`config.mk`:
```
export PLATFORM = sky130hd
export DESIGN_NAME = rtc_time_date_counters
export DESIGN_NICKNAME = d
export VERILOG_FILES = /design/src/rtc_cal_pkg.sv /design/src/bcd_pair_counter.sv /design/src/rtc_time_date_counters.sv /design/src/sync2_flop.sv
export SDC_FILE = /design/constraint.sdc
export NUM_CORES = 1
export LEC_CHECK = 0
export ABC_CLOCK_PERIOD_IN_PS = 4350
export BUFFER_PORTS_ARGS = -buffer_cell sky130_fd_sc_hd__buf_4
export CAP_MARGIN = 20
export CORE_UTILIZATION = 44
export DETAILED_ROUTE_END_ITERATION = 8
export PLACE_DENSITY_LB_ADDON = 0.3
export REMOVE_ABC_BUFFERS = 1
export SYNTH_ARGS = -nofsm -noshare
export SYNTH_HDL_FRONTEND = slang
export SYNTH_SLANG_ARGS = --single-unit
```
`constraint.sdc`:
```
create_clock -name clk_in -period 4.35 [get_ports clk_in]
set_clock_uncertainty 0.15 [all_clocks]
set_input_delay 0.87 -clock clk_in [delete_from_list [all_inputs] [get_ports clk_in]]
set_output_delay 0.87 -clock clk_in [all_outputs]
set_load 0.1 [all_outputs]
```
`src/rtc_cal_pkg.sv`:
```
// constants and helpers for the calendar counter block
package rtc_cal_pkg;
    // ---------------------------------------------
    // register offsets (byte registers)
    // ---------------------------------------------
    localparam logic [3:0] ADDR_CENTI = 4'h0;
    localparam logic [3:0] ADDR_SEC = 4'h1;
    localparam logic [3:0] ADDR_MIN = 4'h2;
    localparam logic [3:0] ADDR_HOUR = 4'h3;
    localparam logic [3:0] ADDR_DAY = 4'h4;
    localparam logic [3:0] ADDR_WDAY = 4'h5;
    localparam logic [3:0] ADDR_MONTH = 4'h6;
    localparam logic [3:0] ADDR_YEAR = 4'h7;
    localparam logic [3:0] ADDR_CTRL = 4'h8;
    localparam logic [3:0] ADDR_STAT = 4'h9;
    localparam logic [3:0] ADDR_MASK = 4'ha;
    // ---------------------------------------------
    // field positions
    // ---------------------------------------------
    localparam int OS_BIT = 7;
    localparam int EVENT_MONITOR_BIT_BIT = 7;
    localparam int HALF_DAY_BIT = 5;
    localparam int CTRL_MODE_BIT = 0;
    localparam int CTRL_CENTI_BIT = 1;
    localparam int CTRL_H12_BIT = 2;
    localparam int ST_SEC_BIT = 0;
    localparam int ST_MIN_BIT = 1;
    localparam int ST_OSC_BIT = 2;
    localparam int ST_W = 3;
    // ---------------------------------------------
    // write masks, reset values, ranges
    // ---------------------------------------------
    localparam logic [7:0] MASK_7 = 8'h7f;
    localparam logic [7:0] MASK_HOUR = 8'h3f;
    localparam logic [7:0] MASK_DAY = 8'h3f;
    localparam logic [7:0] MASK_MONTH = 8'h1f;
    localparam logic [7:0] MASK_CTRL = 8'h07;
    localparam logic [7:0] RST_ZERO = 8'h00;
    localparam logic [7:0] RST_ONE = 8'h01;
    localparam logic [2:0] RST_WDAY = 3'h6;
    localparam logic [7:0] RST_CTRL = 8'h02;
    localparam logic [7:0] MAX_99 = 8'h99;
    localparam logic [7:0] MAX_59 = 8'h59;
    localparam logic [7:0] MAX_MONTH = 8'h12;
    localparam logic [2:0] MAX_WDAY = 3'h6;
    localparam logic [5:0] H24_TOP = 6'h23;
    localparam logic [4:0] H12_TOP = 5'h12;
    localparam logic [4:0] H12_TURN = 5'h11;
    localparam logic [4:0] H12_FIRST = 5'h01;
    localparam logic [7:0] MON_FEB = 8'h02;
    localparam logic [7:0] MON_APR = 8'h04;
    localparam logic [7:0] MON_JUN = 8'h06;
    localparam logic [7:0] MON_SEP = 8'h09;
    localparam logic [7:0] MON_NOV = 8'h11;
    localparam logic [7:0] DAYS_31 = 8'h31;
    localparam logic [7:0] DAYS_30 = 8'h30;
    localparam logic [7:0] DAYS_29 = 8'h29;
    localparam logic [7:0] DAYS_28 = 8'h28;

    // one decimal step of a two-digit bcd byte
    function automatic logic [7:0] bcd_up(input logic [7:0] v);
        bcd_up = (v[3:0] >= 4'h9) ? {v[7:4] + 4'h1, 4'h0} : {v[7:4], v[3:0] + 4'h1};
    endfunction
endpackage

```
`src/bcd_pair_counter.sv`:
```
// two-digit bcd counter with load, min, max and carry
`timescale 1ns/1ps
module bcd_pair_counter #(
    parameter logic [7:0] RST_VAL = 8'h00
) (
    input wire logic clk_in,
    input wire logic rst_b_in,
    input wire logic en_in,
    input wire logic step_in,
    input wire logic load_in,
    input wire logic [7:0] load_val_in,
    input wire logic [7:0] min_in,
    input wire logic [7:0] max_in,
    output logic [7:0] value_out,
    output logic wrap_out
);
    logic [7:0] next_value;

    // at or past the top the count returns to min; guards odd values
    assign wrap_out = step_in && (value_out >= max_in);
    assign next_value = load_in ? load_val_in :
                        wrap_out ? min_in :
                        step_in ? rtc_cal_pkg::bcd_up(value_out) : value_out;

    // software load wins over a count step in the same cycle
    always_ff @(posedge clk_in or negedge rst_b_in) begin
        if (!rst_b_in) begin
            value_out <= RST_VAL;
        end else if (en_in) begin
            value_out <= next_value;
        end
    end
endmodule // bcd_pair_counter

```
`src/rtc_time_date_counters.sv`:
```
// calendar counting core with byte register port and interrupt
// How it works
// - counters run in calendar mode only while the mode select bit is 0
// - each register holds tens digit high and units digit low
// - digits count 0 to 9; software writes only valid digits
// - reset gives 00:00:00.00, 2000-01-01, saturday, stop flag 1, monitor 0
// - unimplemented bits read as zero
// - centisecond register reads zero while its enable is off
// - hour format bit picks 12 or 24 hours; bit 5 is half day
// - february gets a 29th day when year divides by four
// - oscillator stop flag in seconds bit 7 sets when oscillator stops
// - flag is set from power-on until oscillator runs
// - flag stays set until software clears it by write
// - clear attempt fails while oscillator is still stopped
// - monitor bit mirrors any set flag and cannot be cleared
// - a read of offset 0 copies registers 0 to 7 into a holding copy
// - weekday is a 3-bit code 0 to 6, meaning user-defined
//
// The address-and-strobe port was chosen for this implementation.
`timescale 1ns/1ps
module rtc_time_date_counters (
    input wire logic clk_in,
    input wire logic rst_b_in,
    input wire logic clk_en_in,
    input wire logic tick_in,
    input wire logic osc_running_in,
    input wire logic [7:0] flags_in,
    input wire logic [3:0] addr_in,
    input wire logic [7:0] wr_data_in,
    input wire logic wr_en_in,
    input wire logic rd_en_in,
    output logic [7:0] rd_data_out,
    output logic irq_out
);
    // ---------------------------------------------
    // declarations
    // ---------------------------------------------
    logic tick_s;
    logic tick_d;
    logic osc_s;
    logic [7:0] ctrl;
    logic [7:0] centi;
    logic [7:0] sec;
    logic [7:0] minute;
    logic [5:0] hour;
    logic [5:0] next_hour;
    logic [7:0] day;
    logic [2:0] wday;
    logic [2:0] next_wday;
    logic [7:0] month;
    logic [7:0] year;
    logic os_flag;
    logic next_os_flag;
    logic event_monitor_bit;
    localparam int ST_W_L = rtc_cal_pkg::ST_W;
    logic [ST_W_L-1:0] stat;
    logic [ST_W_L-1:0] mask;
    logic [ST_W_L-1:0] next_stat;
    logic [7:0] snap [0:7];
    logic [7:0] live [0:7];
    logic h_carry;

    // ---------------------------------------------
    // pin inputs: tick and oscillator status
    // ---------------------------------------------
    sync2_flop u_tick_sync (
        .clk_in(clk_in),
        .rst_b_in(rst_b_in),
        .en_in(clk_en_in),
        .d_in(tick_in),
        .q_out(tick_s)
    );
    sync2_flop u_osc_sync (
        .clk_in(clk_in),
        .rst_b_in(rst_b_in),
        .en_in(clk_en_in),
        .d_in(osc_running_in),
        .q_out(osc_s)
    );

    // write decode, shared by every register
    function automatic logic hit(input logic [3:0] a);
        hit = wr_en_in && (addr_in == a);
    endfunction

    // ---------------------------------------------
    // decode of control bits and write strobes
    // ---------------------------------------------
    wire counter_mode_select = ctrl[rtc_cal_pkg::CTRL_MODE_BIT];
    wire centisecond_enable = ctrl[rtc_cal_pkg::CTRL_CENTI_BIT];
    wire hour_12_mode = ctrl[rtc_cal_pkg::CTRL_H12_BIT];
    wire tick_edge = tick_s & ~tick_d;
    wire run = tick_edge & ~counter_mode_select;
    wire wr_centi = hit(rtc_cal_pkg::ADDR_CENTI);
    wire wr_sec = hit(rtc_cal_pkg::ADDR_SEC);
    wire wr_min = hit(rtc_cal_pkg::ADDR_MIN);
    wire wr_hour = hit(rtc_cal_pkg::ADDR_HOUR);
    wire wr_day = hit(rtc_cal_pkg::ADDR_DAY);
    wire wr_wday = hit(rtc_cal_pkg::ADDR_WDAY);
    wire wr_month = hit(rtc_cal_pkg::ADDR_MONTH);
    wire wr_year = hit(rtc_cal_pkg::ADDR_YEAR);
    wire wr_ctrl = hit(rtc_cal_pkg::ADDR_CTRL);
    wire wr_stat = hit(rtc_cal_pkg::ADDR_STAT);
    wire wr_mask = hit(rtc_cal_pkg::ADDR_MASK);
    wire c_wrap;
    wire s_wrap;
    wire m_wrap;
    wire d_wrap;
    wire mo_wrap;

    // tick edge detector reads only the synchronised level
    always_ff @(posedge clk_in or negedge rst_b_in) begin
        if (!rst_b_in) begin
            tick_d <= 1'b0;
        end else if (clk_en_in) begin
            tick_d <= tick_s;
        end
    end

    // ---------------------------------------------
    // centiseconds, seconds, minutes
    // ---------------------------------------------
    // hundredths count on each tick edge while mode select is 0, as they prescale the seconds
    bcd_pair_counter #(.RST_VAL(rtc_cal_pkg::RST_ZERO)) u_centi (
        .clk_in(clk_in),
        .rst_b_in(rst_b_in),
        .en_in(clk_en_in),
        .step_in(run),
        .load_in(wr_centi),
        .load_val_in(wr_data_in),
        .min_in(rtc_cal_pkg::RST_ZERO),
        .max_in(rtc_cal_pkg::MAX_99),
        .value_out(centi),
        .wrap_out(c_wrap)
    );
    wire [7:0] sec_field;
    assign sec = {os_flag, sec_field[6:0]};
    bcd_pair_counter #(.RST_VAL(rtc_cal_pkg::RST_ZERO)) u_sec (
        .clk_in(clk_in),
        .rst_b_in(rst_b_in),
        .en_in(clk_en_in),
        .step_in(c_wrap),
        .load_in(wr_sec),
        .load_val_in(wr_data_in & rtc_cal_pkg::MASK_7),
        .min_in(rtc_cal_pkg::RST_ZERO),
        .max_in(rtc_cal_pkg::MAX_59),
        .value_out(sec_field),
        .wrap_out(s_wrap)
    );
    wire [7:0] min_field;
    assign minute = {event_monitor_bit, min_field[6:0]};
    bcd_pair_counter #(.RST_VAL(rtc_cal_pkg::RST_ZERO)) u_min (
        .clk_in(clk_in),
        .rst_b_in(rst_b_in),
        .en_in(clk_en_in),
        .step_in(s_wrap),
        .load_in(wr_min),
        .load_val_in(wr_data_in & rtc_cal_pkg::MASK_7),
        .min_in(rtc_cal_pkg::RST_ZERO),
        .max_in(rtc_cal_pkg::MAX_59),
        .value_out(min_field),
        .wrap_out(m_wrap)
    );

    // ---------------------------------------------
    // hours, 12 or 24 hour
    // ---------------------------------------------
    wire [7:0] hour_up = rtc_cal_pkg::bcd_up({2'h0, hour});
    wire [7:0] hour_low_up = rtc_cal_pkg::bcd_up({3'h0, hour[4:0]});
    // 11 -> 12 flips the half day; the day advances at 11 pm -> 12 am
    always_comb begin
        next_hour = hour;
        h_carry = 1'b0;
        if (wr_hour) begin
            next_hour = wr_data_in[5:0] & rtc_cal_pkg::MASK_HOUR[5:0];
        end else if (m_wrap) begin
            if (hour_12_mode) begin
                if (hour[4:0] >= rtc_cal_pkg::H12_TOP) begin
                    next_hour = {hour[5], rtc_cal_pkg::H12_FIRST};
                end else if (hour[4:0] == rtc_cal_pkg::H12_TURN) begin
                    next_hour = {~hour[5], rtc_cal_pkg::H12_TOP};
                    h_carry = hour[5];
                end else begin
                    next_hour = {hour[5], hour_low_up[4:0]};
                end
            end else if (hour >= rtc_cal_pkg::H24_TOP) begin
                next_hour = rtc_cal_pkg::RST_ZERO[5:0];
                h_carry = 1'b1;
            end else begin
                next_hour = hour_up[5:0];
            end
        end
    end

    // weekday steps with the day and wraps after 6
    always_comb begin
        next_wday = wday;
        if (wr_wday) begin
            next_wday = wr_data_in[2:0];
        end else if (h_carry) begin
            next_wday = (wday >= rtc_cal_pkg::MAX_WDAY) ? 3'h0 : wday + 3'h1;
        end
    end

    always_ff @(posedge clk_in or negedge rst_b_in) begin
        if (!rst_b_in) begin
            hour <= rtc_cal_pkg::RST_ZERO[5:0];
            wday <= rtc_cal_pkg::RST_WDAY;
        end else if (clk_en_in) begin
            hour <= next_hour;
            wday <= next_wday;
        end
    end

    // ---------------------------------------------
    // days, months, years
    // ---------------------------------------------
    // bcd year divisible by four: units low bits equal {tens lsb, 0}
    wire leap = (year[1:0] == {year[4], 1'b0});
    wire short_month = (month == rtc_cal_pkg::MON_APR) || (month == rtc_cal_pkg::MON_JUN) ||
                       (month == rtc_cal_pkg::MON_SEP) || (month == rtc_cal_pkg::MON_NOV);
    wire [7:0] feb_days = leap ? rtc_cal_pkg::DAYS_29 : rtc_cal_pkg::DAYS_28;
    wire [7:0] month_days = (month == rtc_cal_pkg::MON_FEB) ? feb_days :
                            short_month ? rtc_cal_pkg::DAYS_30 : rtc_cal_pkg::DAYS_31;
    bcd_pair_counter #(.RST_VAL(rtc_cal_pkg::RST_ONE)) u_day (
        .clk_in(clk_in),
        .rst_b_in(rst_b_in),
        .en_in(clk_en_in),
        .step_in(h_carry),
        .load_in(wr_day),
        .load_val_in(wr_data_in & rtc_cal_pkg::MASK_DAY),
        .min_in(rtc_cal_pkg::RST_ONE),
        .max_in(month_days),
        .value_out(day),
        .wrap_out(d_wrap)
    );
    bcd_pair_counter #(.RST_VAL(rtc_cal_pkg::RST_ONE)) u_month (
        .clk_in(clk_in),
        .rst_b_in(rst_b_in),
        .en_in(clk_en_in),
        .step_in(d_wrap),
        .load_in(wr_month),
        .load_val_in(wr_data_in & rtc_cal_pkg::MASK_MONTH),
        .min_in(rtc_cal_pkg::RST_ONE),
        .max_in(rtc_cal_pkg::MAX_MONTH),
        .value_out(month),
        .wrap_out(mo_wrap)
    );
    // year 00 stands for 2000; the century is not kept
    bcd_pair_counter #(.RST_VAL(rtc_cal_pkg::RST_ZERO)) u_year (
        .clk_in(clk_in),
        .rst_b_in(rst_b_in),
        .en_in(clk_en_in),
        .step_in(mo_wrap),
        .load_in(wr_year),
        .load_val_in(wr_data_in),
        .min_in(rtc_cal_pkg::RST_ZERO),
        .max_in(rtc_cal_pkg::MAX_99),
        .value_out(year),
        .wrap_out()
    );

    // ---------------------------------------------
    // oscillator stop flag and event monitor
    // ---------------------------------------------
    // a stopped oscillator wins over a clear in the same cycle
    assign next_os_flag = !osc_s ? 1'b1 :
                          (wr_sec && !wr_data_in[rtc_cal_pkg::OS_BIT]) ? 1'b0 : os_flag;

    always_ff @(posedge clk_in or negedge rst_b_in) begin
        if (!rst_b_in) begin
            os_flag <= 1'b1;
            event_monitor_bit <= 1'b0;
        end else if (clk_en_in) begin
            os_flag <= next_os_flag;
            event_monitor_bit <= |flags_in;
        end
    end

    // ---------------------------------------------
    // control, status and mask registers
    // ---------------------------------------------
    wire [ST_W_L-1:0] events = {~osc_s, m_wrap, s_wrap};
    wire [ST_W_L-1:0] clr = wr_stat ? wr_data_in[ST_W_L-1:0] : '0;
    assign next_stat = (stat & ~clr) | events;

    always_ff @(posedge clk_in or negedge rst_b_in) begin
        if (!rst_b_in) begin
            ctrl <= rtc_cal_pkg::RST_CTRL;
            stat <= '0;
            mask <= '0;
            irq_out <= 1'b0;
        end else if (clk_en_in) begin
            ctrl <= wr_ctrl ? (wr_data_in & rtc_cal_pkg::MASK_CTRL) : ctrl;
            stat <= next_stat;
            mask <= wr_mask ? wr_data_in[ST_W_L-1:0] : mask;
            irq_out <= |(stat & mask);
        end
    end

    // ---------------------------------------------
    // read path with holding copy
    // ---------------------------------------------
    wire [7:0] centi_rd = centisecond_enable ? centi : 8'h00;
    assign live[0] = centi_rd;
    assign live[1] = sec;
    assign live[2] = minute;
    assign live[3] = {2'h0, hour};
    assign live[4] = day;
    assign live[5] = {5'h00, wday};
    assign live[6] = month;
    assign live[7] = year;
    wire snap_take = rd_en_in && (addr_in == rtc_cal_pkg::ADDR_CENTI);
    wire [7:0] time_rd = snap_take ? live[0] : snap[addr_in[2:0]];
    wire [7:0] rd_mux = (addr_in <= rtc_cal_pkg::ADDR_YEAR) ? time_rd :
                        (addr_in == rtc_cal_pkg::ADDR_CTRL) ? ctrl :
                        (addr_in == rtc_cal_pkg::ADDR_STAT) ? {5'h00, stat} :
                        (addr_in == rtc_cal_pkg::ADDR_MASK) ? {5'h00, mask} : 8'h00;

    // reading offset 0 freezes 0..7 while counting carries on
    always_ff @(posedge clk_in or negedge rst_b_in) begin
        if (!rst_b_in) begin
            for (int i = 0; i < 8; i++) begin
                snap[i] <= 8'h00;
            end
            rd_data_out <= 8'h00;
        end else if (clk_en_in) begin
            if (snap_take) begin
                for (int i = 0; i < 8; i++) begin
                    snap[i] <= live[i];
                end
            end
            rd_data_out <= rd_en_in ? rd_mux : 8'h00;
        end
    end

    wire leap_day_hit = h_carry && leap && month == rtc_cal_pkg::MON_FEB && day == rtc_cal_pkg::DAYS_28;
endmodule // rtc_time_date_counters

```
`src/sync2_flop.sv`:
```
// two-flop synchroniser for one pin level
`timescale 1ns/1ps
module sync2_flop (
    input wire logic clk_in,
    input wire logic rst_b_in,
    input wire logic en_in,
    input wire logic d_in,
    output logic q_out
);
    logic meta;

    // first stage feeds only the second stage
    always_ff @(posedge clk_in or negedge rst_b_in) begin
        if (!rst_b_in) begin
            meta <= 1'b0;
            q_out <= 1'b0;
        end else if (en_in) begin
            meta <= d_in;
            q_out <= meta;
        end
    end
endmodule // sync2_flop

```
======== Word level (Yosys, flattened, before mapping) ========
Cells that the tools add are included.
storage, ports and cells
  input bits .............................. 27
  flip-flop bits (word level) ............. 139
  output and inout bits ................... 9
operators by class
  add/subtract/negate cells ............... 16
  multiplexer cells ....................... 57
  bitwise operators ....................... 11
  reduce and logical (&&, ||, !) cells .... 61
  order comparisons ....................... 18
  eq/ne operators ......................... 21
operators with widths
  kind                                                               number
  2-to-1 mux 8 bit                                                   30
  adder 4 x 1 -> 4 bit, second input constant                        13
  2-to-1 mux 6 bit                                                   7
  nonzero test 3 bit                                                 12
  greater-or-equal comparator 4 bit, second input constant           8
  binary-select mux 8 bit (select 3 bit)                             1
  AND reduction 2 bit                                                12
  2-to-1 mux 3 bit                                                   7
  logical AND 1 bit                                                  19
  AND reduction 3 bit                                                6
  equality test 4 x 3 -> 1 bit, second input constant                4
  equality test 8 x 3 -> 1 bit, second input constant                2
  greater-or-equal comparator 8 x 7 -> 1 bit, second input constant  2
  greater-or-equal comparator 8 bit, second input constant           2
  equality test 4 bit, second input constant                         3
  2-to-1 mux 1 bit                                                   10
  2-to-1 mux 5 bit                                                   2
  equality test 4 x 2 -> 1 bit, second input constant                2
  equality test 8 x 2 -> 1 bit, second input constant                1
  equality test 8 x 4 -> 1 bit, second input constant                1
  equality test 8 x 5 -> 1 bit, second input constant                1
  greater-or-equal comparator 8 x 5 -> 1 bit, second input constant  1
  greater-or-equal comparator 8 x 6 -> 1 bit                         1
  OR reduction 8 bit                                                 1
  other kinds (28)                                                   36

======== Logic depth before layout (Yosys ltp) ========
Gate-level depths: netlist of run 1.
  depth in word-level cells ............... 13
  gate-level depth with buffers ........... 15
  depth with buffers taken out ............ 14

======== By module ========
Synthesis of run 1 repeated with hierarchy kept, for this count alone.
unflattened totals
  cell total of the unflattened synthesis .. 955
  area, all modules ....................... 9405.3 um^2
modules (own cells, without submodules)
  module                          cells an instance  times used  area an instance (um^2)
  rtc_time_date_counters          401                1           4325.4
  bcd_pair_counter (u_centi ...)  91                 4           822.0
  bcd_pair_counter (u_day ...)    91                 2           823.3
  sync2_flop                      4                  2           72.6

======== Least setup slack after synthesis of run 1 ========
No wires, ideal clock.
  path kind ............................... register to register
  start point ............................. reg u_month.value_out[0]
  end point ............................... reg u_year.value_out[0]
  stages on the path, launching flop included .. 14
  path buffers ............................ 0
  data arrival time ....................... 2.908 ns
  period minus slack after synthesis ...... 3.140 ns
  path slack .............................. 1.210 ns
  cell sequence ........................... dfstp_2 -> ha_1 -> inv_1 -> o21ai_0 -> nand3_1 -> a21oi_1 -> a21oi_1 -> ha_1 -> nor4b_1 -> o221ai_1 -> nand2_1 -> nor4_1 -> or4_1 -> a31oi_1
between the ends
  cells in the longest elaborated chain, start to end .. 12
  elaborated cells between the ends (all ways) .. 19
RTL lines
  item                                                                      line                           text
  start: declaration                                                        bcd_pair_counter.sv:14         output logic [7:0] value_out,
  start signal: assignment                                                  bcd_pair_counter.sv:30         value_out <= next_value;
  equality test 8 x 3 -> 1 bit                                              rtc_time_date_counters.sv:220  wire short_month = (month == rtc_cal_pkg::MON_APR) || (month == rtc_cal_pkg::MON_JUN) ||
  logical OR 1 bit (2 in a row)                                             rtc_time_date_counters.sv:220
  logical OR 1 bit                                                          rtc_time_date_counters.sv:221  (month == rtc_cal_pkg::MON_SEP) || (month == rtc_cal_pkg::MON_NOV);
  2-to-1 mux 1 bit                                                          rtc_time_date_counters.sv:224  short_month ? rtc_cal_pkg::DAYS_30 : rtc_cal_pkg::DAYS_31;
  2-to-1 mux 5 bit                                                          rtc_time_date_counters.sv:223  wire [7:0] month_days = (month == rtc_cal_pkg::MON_FEB) ? feb_days :
  greater-or-equal comparator 8 x 6 -> 1 bit                                bcd_pair_counter.sv:20         assign wrap_out = step_in && (value_out >= max_in);
  logical AND 1 bit                                                         bcd_pair_counter.sv:20
  logical AND 1 bit *                                                       bcd_pair_counter.sv:20
  logical AND 1 bit                                                         bcd_pair_counter.sv:20
  nonzero test 3 bit (no source line) or 2-to-1 mux 8 bit (tied branches)   --
  AND reduction 2 bit (no source line) or 2-to-1 mux 8 bit (tied branches)  --
  end signal: assignment                                                    bcd_pair_counter.sv:30
  end: declaration                                                          bcd_pair_counter.sv:14
Every way passes the cells marked *; elsewhere a longest branch is shown, timed or not.
A chain may end at the register's enable or synchronous reset.

======== Worst setup path after layout of run 1 ========
  start point ............................. reg u_month.value_out[1]
  end point ............................... reg u_year.value_out[6]
between the ends
  cells in the longest elaborated chain, start to end .. 12
  elaborated cells between the ends (all ways) .. 20
RTL lines
  item                                                                      line
  equality test 8 x 3 -> 1 bit                                              rtc_time_date_counters.sv:220
  logical OR 1 bit (2 in a row)                                             rtc_time_date_counters.sv:220
  logical OR 1 bit                                                          rtc_time_date_counters.sv:221
  2-to-1 mux 1 bit                                                          rtc_time_date_counters.sv:224
  2-to-1 mux 5 bit                                                          rtc_time_date_counters.sv:223
  greater-or-equal comparator 8 x 6 -> 1 bit                                bcd_pair_counter.sv:20
  logical AND 1 bit                                                         bcd_pair_counter.sv:20
  logical AND 1 bit *                                                       bcd_pair_counter.sv:20
  logical AND 1 bit                                                         bcd_pair_counter.sv:20
  nonzero test 3 bit (no source line) or 2-to-1 mux 8 bit (tied branches)   --
  AND reduction 3 bit (no source line) or 2-to-1 mux 8 bit (tied branches)  --
Marked as above.

==> metrics.txt, run 1 <==
status=completed; max cap viols=0; CP Capture Type=flip-flop; cells after synthesis=a little under 800; top-count cell post-synth=dfrtp_1; Worst Hold Depth=2; YS warnings=0; Hold EP=snap[0]; Synth area leaders=dfrtp_1, ha_1, mux2_2; Hold Path Origin=snap[0]; Initial Util=45.0%; Post-CTS Hold Buffers=0; cell taking the most area after synthesis=dfrtp_1; final setup fails=0; CP bufs+invs=2; Min Clock Period, post-route=approximately 3.5 ns; Detail Route Antenna Nets=0; Wirelength per Cell=19.7 um; Rel. slew slack=~42%; DRT Pass-1 Iters=5; clock-pin slew on the worst setup and hold paths=~0.060 ns; Final Max Tran Viols=0; Setup crit start kind=flip-flop; vias in the first global route=5,967; setup TNS=0 ns; CTS tree=yes; final global-route overflow total=0; f_max=between 200 and 300 MHz; Reg area=3340 sq um; footprint of the multi-input gates=4120 sq um; die height=~130 um; ratio of cells with drive above 1 in the final layout=roughly 17%; Worst path slowest cell=o41ai_4; CP top delay family=compound AO/OA/AOI/OAI gates; Final Util=about half; final wirelength=roughly 21,000 um; actual slew at the worst max-slew pin=between 0.8 and 0.9 ns; metal2 WL=approximately 9500 um; via count=about 6.4k; HP Class=flip-flop to flip-flop; initial antenna violation count=0; leakage=0.00394 uW; largest net degree at the start of global routing=93; GR Util All Layers=approximately a quarter; Worst Path Max Fanout=8; CTS H-tree lvls=4; Synth-to-Final Area Change=13.9%; gpl congestion=roughly 0.85; ys flop type=dfrtp_1; TritonCTS Sinks=approximately 130; Filler cells=1,557; Critical Path RT=about 4.5 ns; Reg2Reg Depth=14; cts repair resizes=0; Tcrit/Tclk final=approximately four fifths; drt via density=roughly 6; DIE WIDTH=~130 um; Seq/Total Area, Yosys=43.0%; Inserted Diodes=0; Critical Path, Cell by Cell=inv_1 -> ha_1 -> inv_1 -> o21ai_0 -> nand3_1 -> a21oi_1 -> a21oi_1 -> ha_1 -> nor4b_1 -> o221ai_1 -> nand2_1 -> o41ai_4 -> o31ai_1 -> a221o_1; maximum vdd drop=~0.29 mV; Root Buffer=clkbuf_16; r2r setup slk=a little under 0.9 ns; Top Metal Used=met4; Power Density=approximately 480 nW/um^2; Crit path arrival time=roughly 3.7 ns; CTS Buffer Depth=2; CP Class=flip-flop to flip-flop; fin nets=894; EDFF count, synth=0; Avg Inst Size Synth=9.76 sq um; Final Hold Fails=0; # rows=between 40 and 50; CTS buffer count=17; RR Startpoint=u_month.value_out[1]; Synth Cell Area=7760 sq um; reg2reg end=u_year.value_out[6]; ys async rst share=100%; Skew-Pair Late Insertion Delay=approximately 0.43 ns; RSZ-0062 raised after global routing=no; Post-CTS Setup Repair Bufs=0; DRT met1 WL=approximately 10000 um; first-pass GRT wire length=approximately 33,000 um; most instantiated cells after synthesis=dfrtp_1, nand2_1, o21ai_0, nor2_1, inv_1; DRC=0; DR iter-0 viols=approximately 580; Core Area=roughly 17,000 sq um; routed wl met3=between 900 and 1000 um; slowest cell delay on critical path=around 0.54 ns; die area=approximately 18,000 sq um; Yosys reg bits=around 130; DP HPWL=between 10,000 and 15,000 um; # IOs=36; port buffer count=35; post-synth cell types=71; Yosys top cell area share=40.9%; Total Power=around 4200 uW
cell families (layout without fill, tap and decap cells):
| logic type | count (synthesis) | count (layout) | share of synthesized area (%) |
|---|---|---|---|
| multiplexers | 58 | 58 | 8.93 |
| flip-flops | 133 | 133 | 43.0 |
| AND/OR/NAND/NOR | 232 | 232 | 15.0 |
| XOR/XNOR | 1 | 1 | 0.113 |
| AO/OA/AOI/OAI | 247 | 247 | 22.2 |
| adder cells (fa/ha/maj) | 42 | 42 | 6.77 |
| buffers and inverters | 82 | 124 | 4.01 |
worst max-delay path by stage:
stage,start,end,slack [ns],depth (start not counted)
floorplan,addr_in[0],snap[10],0.76,3
global placement,u_month.value_out[1],u_year.value_out[6],0.94,14
detailed placement,u_month.value_out[1],u_year.value_out[6],0.90,14
CTS,u_month.value_out[1],u_year.value_out[6],0.87,14
global route,u_month.value_out[1],u_year.value_out[0],0.47,14
finish,u_month.value_out[1],u_year.value_out[6],0.87,14
cells in the final DEF (no fill, tap or decap), types with 6 or more instances in the layout:
| master | Yosys | routed |
|---|---|---|
| a22o_1 | 15 | 15 |
| and2_1 | 8 | 8 |
| mux2i_1 | 13 | 13 |
| a31oi_1 | 6 | 6 |
| nor3b_1 | 9 | 9 |
| a21oi_1 | 41 | 41 |
| nor2b_1 | 8 | 8 |
| o2bb2ai_1 | 10 | 10 |
| nand2b_1 | 12 | 12 |
| clkbuf_16 | 0 | 17 |
| a2bb2oi_1 | 6 | 6 |
| buf_4 | 0 | 48 |
| clkbuf_8 | 0 | 6 |
| inv_1 | 43 | 43 |
| ha_1 | 42 | 42 |
| o22ai_1 | 8 | 8 |
| o21ai_0 | 74 | 74 |
| o31ai_1 | 11 | 11 |
| nand2_1 | 79 | 79 |
| nand4_1 | 6 | 6 |
| nand3_1 | 24 | 23 |
| dfstp_2 | 6 | 6 |
| dfrtp_1 | 127 | 127 |
| mux2_2 | 40 | 40 |
| nor2_1 | 50 | 50 |
| nor3_1 | 6 | 6 |
| a221oi_1 | 10 | 10 |
| o211ai_1 | 12 | 12 |
power by group:
part / internal [uW] / switching [uW] / total, uW
registers: 1470 / 279 / 1750
clock network: 873 / 529 / 1400
logic: 437 / 628 / 1060
total: 2780 / 1440 / 4220
layout make-up:
class	instances	area share (%)
Clock inverter	3	0.453
Multi-Input combinational cell	580	46.6
Clock buffer	28	5.96
Timing Repair Buffer	49	4.20
Sequential cell	133	37.7
Inverter	44	1.87
Tap cell	225	3.18
state kept, by name, summed over array words and instances (netlist names), 6 cells and up:
register / cells
snap: 51
rd_data_out: 8
u_day.value_out: 8
u_centi.value_out: 8
u_sec.value_out: 8
hour: 6
u_month.value_out: 8
u_year.value_out: 8
u_min.value_out: 8
worst min-delay path, delay by kind of cell, from the launching register on:
kind             cells  cell delay [ns]
AO/OA/AOI/OAI        1             0.06
AND/OR/NAND/NOR      1             0.05
flip-flops           1             0.34
routing by layer:
| metal | GRT usage [%] | vias to the layer above |
|---|---|---|
| li1 | - | 2993 |
| met1 | 35.3 | 3203 |
| met2 | 36.2 | 168 |
| met3 | 3.57 | 37 |
| met4 | 9.61 | 0 |
| met5 | 0 | - |
stage by stage:
stage	cells	worst slack, ns	instance area [sq um]	hold slack [ns]
5_1_grt	1062	0.474	8840	0.351
3_5_place_dp	1031	0.898	8270	0.303
3_3_place_gp	1031	0.936	8270	0.310
6_report	1062	0.866	8840	0.331
2_1_floorplan	757	0.761	7620	0.255
4_1_cts	1062	0.869	8840	0.320
Note: power is estimated with default switching activity, not from simulation.
==> inputs of run 2 (changes only) <==
--- a/config.mk
+++ b/config.mk
@@ -5,7 +5,7 @@
 export SDC_FILE = /design/constraint.sdc
 export NUM_CORES = 1
 export LEC_CHECK = 0
-export ABC_CLOCK_PERIOD_IN_PS = 4350
+export ABC_CLOCK_PERIOD_IN_PS = 2900
 export BUFFER_PORTS_ARGS = -buffer_cell sky130_fd_sc_hd__buf_4
 export CAP_MARGIN = 20
 export CORE_UTILIZATION = 44
==> constraint.sdc (replaced) <==
create_clock -name clk_in -period 2.9 [get_ports clk_in]
set_clock_uncertainty 0.15 [all_clocks]
set_input_delay 0.58 -clock clk_in [delete_from_list [all_inputs] [get_ports clk_in]]
set_output_delay 0.58 -clock clk_in [all_outputs]
set_load 0.1 [all_outputs]
==> run 2 against run 1 <==
The run now ends with negative hold slack, negative setup slack left. Clock power up 61%. Combinational power up 85%. Worst setup slack worse by 1.1 ns. Via count up 7.0%. Non-clock buffer count up 75. Sequential power up 47%. Sequential share of layout area down 3.5 points. Critical path depth up 1.
==> metrics.txt, run 2 (same netlist as run 1, synthesis figures left out) <==
clock-pin slew on the worst setup and hold paths=0.06 ns (about the same); Setup crit start kind=flip-flop; Reg with most FFs=snap; Detail Route Antenna Nets=0 (unchanged); Inserted Diodes=0 (unchanged); DRT Pass-1 Iters=7 (+2); DRC=0 (unchanged); final global-route overflow total=0 (unchanged); Skew-Pair Late Insertion Delay=0.43 ns (about the same); DP HPWL=15,400 um (+7.9%); TritonCTS Sinks=133 (unchanged); # IOs=36 (unchanged); reg2reg end=u_year.value_out[7]; Top Metal Used=met4; # rows=48 (unchanged); failing checks=negative hold slack, negative setup slack; status=finished with violations; actual slew at the worst max-slew pin=0.712 ns (-0.152 ns); RSZ-0062 raised after global routing=yes; Initial Util=45.0% (unchanged); GR Util All Layers=25.7% (+1.4 points); most frequent cells in the layout=dfrtp_1, buf_4, nand2_1; worst setup slack after layout=-0.282 ns (-1.15 ns); Root Buffer=clkbuf_16; Rel. slew slack=52.1% (+9.8 points); Cells after DPL=1,093 (+6.0%); Power Density=697 nW/um^2 (+46%); final wirelength=22,600 um (+8.0%); maximum vdd drop=0.380 mV (+32%); pre-CTS setup slack=-0.322 ns (-1.22 ns); port buffer count=35 (unchanged); hold slack final=-0.00979 ns (-0.340 ns); routed wl met3=1320 um (+44%); CP Capture Type=flip-flop; gpl congestion=0.908 (+6.8%); f_max=314 MHz (+9.5%); Final Hold Fails=20 (+20); Post-CTS Hold Buffers=0 (unchanged); fin nets=969 (+8.4%); r2r setup slk=-0.28 ns (-1.15 ns); Wirelength per Cell=19.8 um (+0.75%); RR Startpoint=u_month.value_out[0]; CP Launch Point=u_month.value_out[0]; CTS H-tree lvls=4 (unchanged); initial antenna violation count=0 (unchanged); largest net degree at the start of global routing=62 (-33%); Final Max Tran Viols=0 (unchanged); max reg flops=51 (unchanged); Tcrit/Tclk final=110% (+30 points); CTS tree=yes; Crit path arrival time=3.35 ns (-0.30 ns); Min Clock Period, post-route=3.18 ns (-0.302 ns); CTS buffer count=17 (unchanged); ratio of cells with drive above 1 in the final layout=28.1% (+11 points); Worst Path Max Fanout=6 (-2); post-layout instance count excluding filler cells=1,138 (+7.2%); CP Class=flip-flop to flip-flop; setup TNS=-2.90 ns (-2.90 ns); Core Area=17,200 sq um (unchanged); via count=6,846 (+7.0%); Total Power=6780 uW (+61%); DRT met1 WL=10,300 um (+2.8%); HP Class=input pin to async pin; DIE WIDTH=135 um (unchanged); Synth-to-Final Area Change=25.4%; first-pass GRT wire length=35,400 um (+6.1%); die area=18,200 sq um (unchanged); final setup fails=23 (+23); metal2 WL=10,200 um (+8.3%); Critical Path RT=3.07 ns (-1.45 ns); DR iter-0 viols=739 (+27%); most common cell after layout, fill and taps aside=dfrtp_1; drt via density=6.02 (-0.19%); Reg2Reg Depth=15 (+1); vias in the first global route=6,320 (+5.9%); CTS Buffer Depth=2 (unchanged); max cap viols=0 (unchanged); die height=135 um (unchanged); leakage=0.00441 uW (+12%)
-- run 2: metrics by stage --
stage	util (%)	instance area [sq um]
after detailed placement	50.9	8780
final	56.5	9740
after global placement	50.9	8780
after CTS	55.1	9500
after floorplan	-	7620
after global routing	56.5	9740
-- run 2: worst max-delay path by stage --
stage               cells past startpoint                   to  slack, ns
global route                           15  u_year.value_out[7]      -0.37
floorplan                               3             snap[10]      -0.40
CTS                                    14  u_year.value_out[0]       -0.1
finish                                 15  u_year.value_out[7]      -0.28
detailed placement                     14  u_year.value_out[6]      -0.32
global placement                       14  u_year.value_out[6]      -0.24
-- run 2: what timing repair did --
| action | in CTS | in global routing |
|---|---|---|
| pin swaps | 8 | 13 |
| resized for setup | 20 | 34 |
| setup endpoints to repair | 22 | 32 |
| buffers inserted | 3 | 11 |
-- run 2: layer usage --
metal  global-route usage [%]  vias up
li1                         -     3155
met1                     36.6     3383
met2                     38.5      254
met3                     4.05       54
met4                     11.0        0
met5                        0        -
-- run 2: power by group --
part | leakage (uW) | total, uW | switching (uW) | internal (uW)
registers | 0.00170 | 2570 | 364 | 2210
logic | 0.00240 | 1960 | 1110 | 849
clock network | 0.000305 | 2250 | 823 | 1420
-- run 2: cell type report --
type	instances	area, sq um
fillers	1464	7500
well taps	225	282
clock buffers	25	526
clock inverters	7	91.3
inverters	44	165
multi-input cells	580	4340
flip-flops and latches	133	3340
repair buffers	124	998
-- run 2: critical path, cell delays in order, from the launching register on --
cell and delay, ns:
dfstp_2 0.58, ha_4 0.16, buf_6 0.09, nand4_1 0.12, a41oi_2 0.21, a21oi_2 0.05
ha_1 0.29, nor4b_2 0.05, o221ai_2 0.18, nand2_1 0.11, buf_6 0.15, buf_6 0.11
o41ai_4 0.36, buf_4 0.21, o31ai_2 0.06, a22o_1 0.19
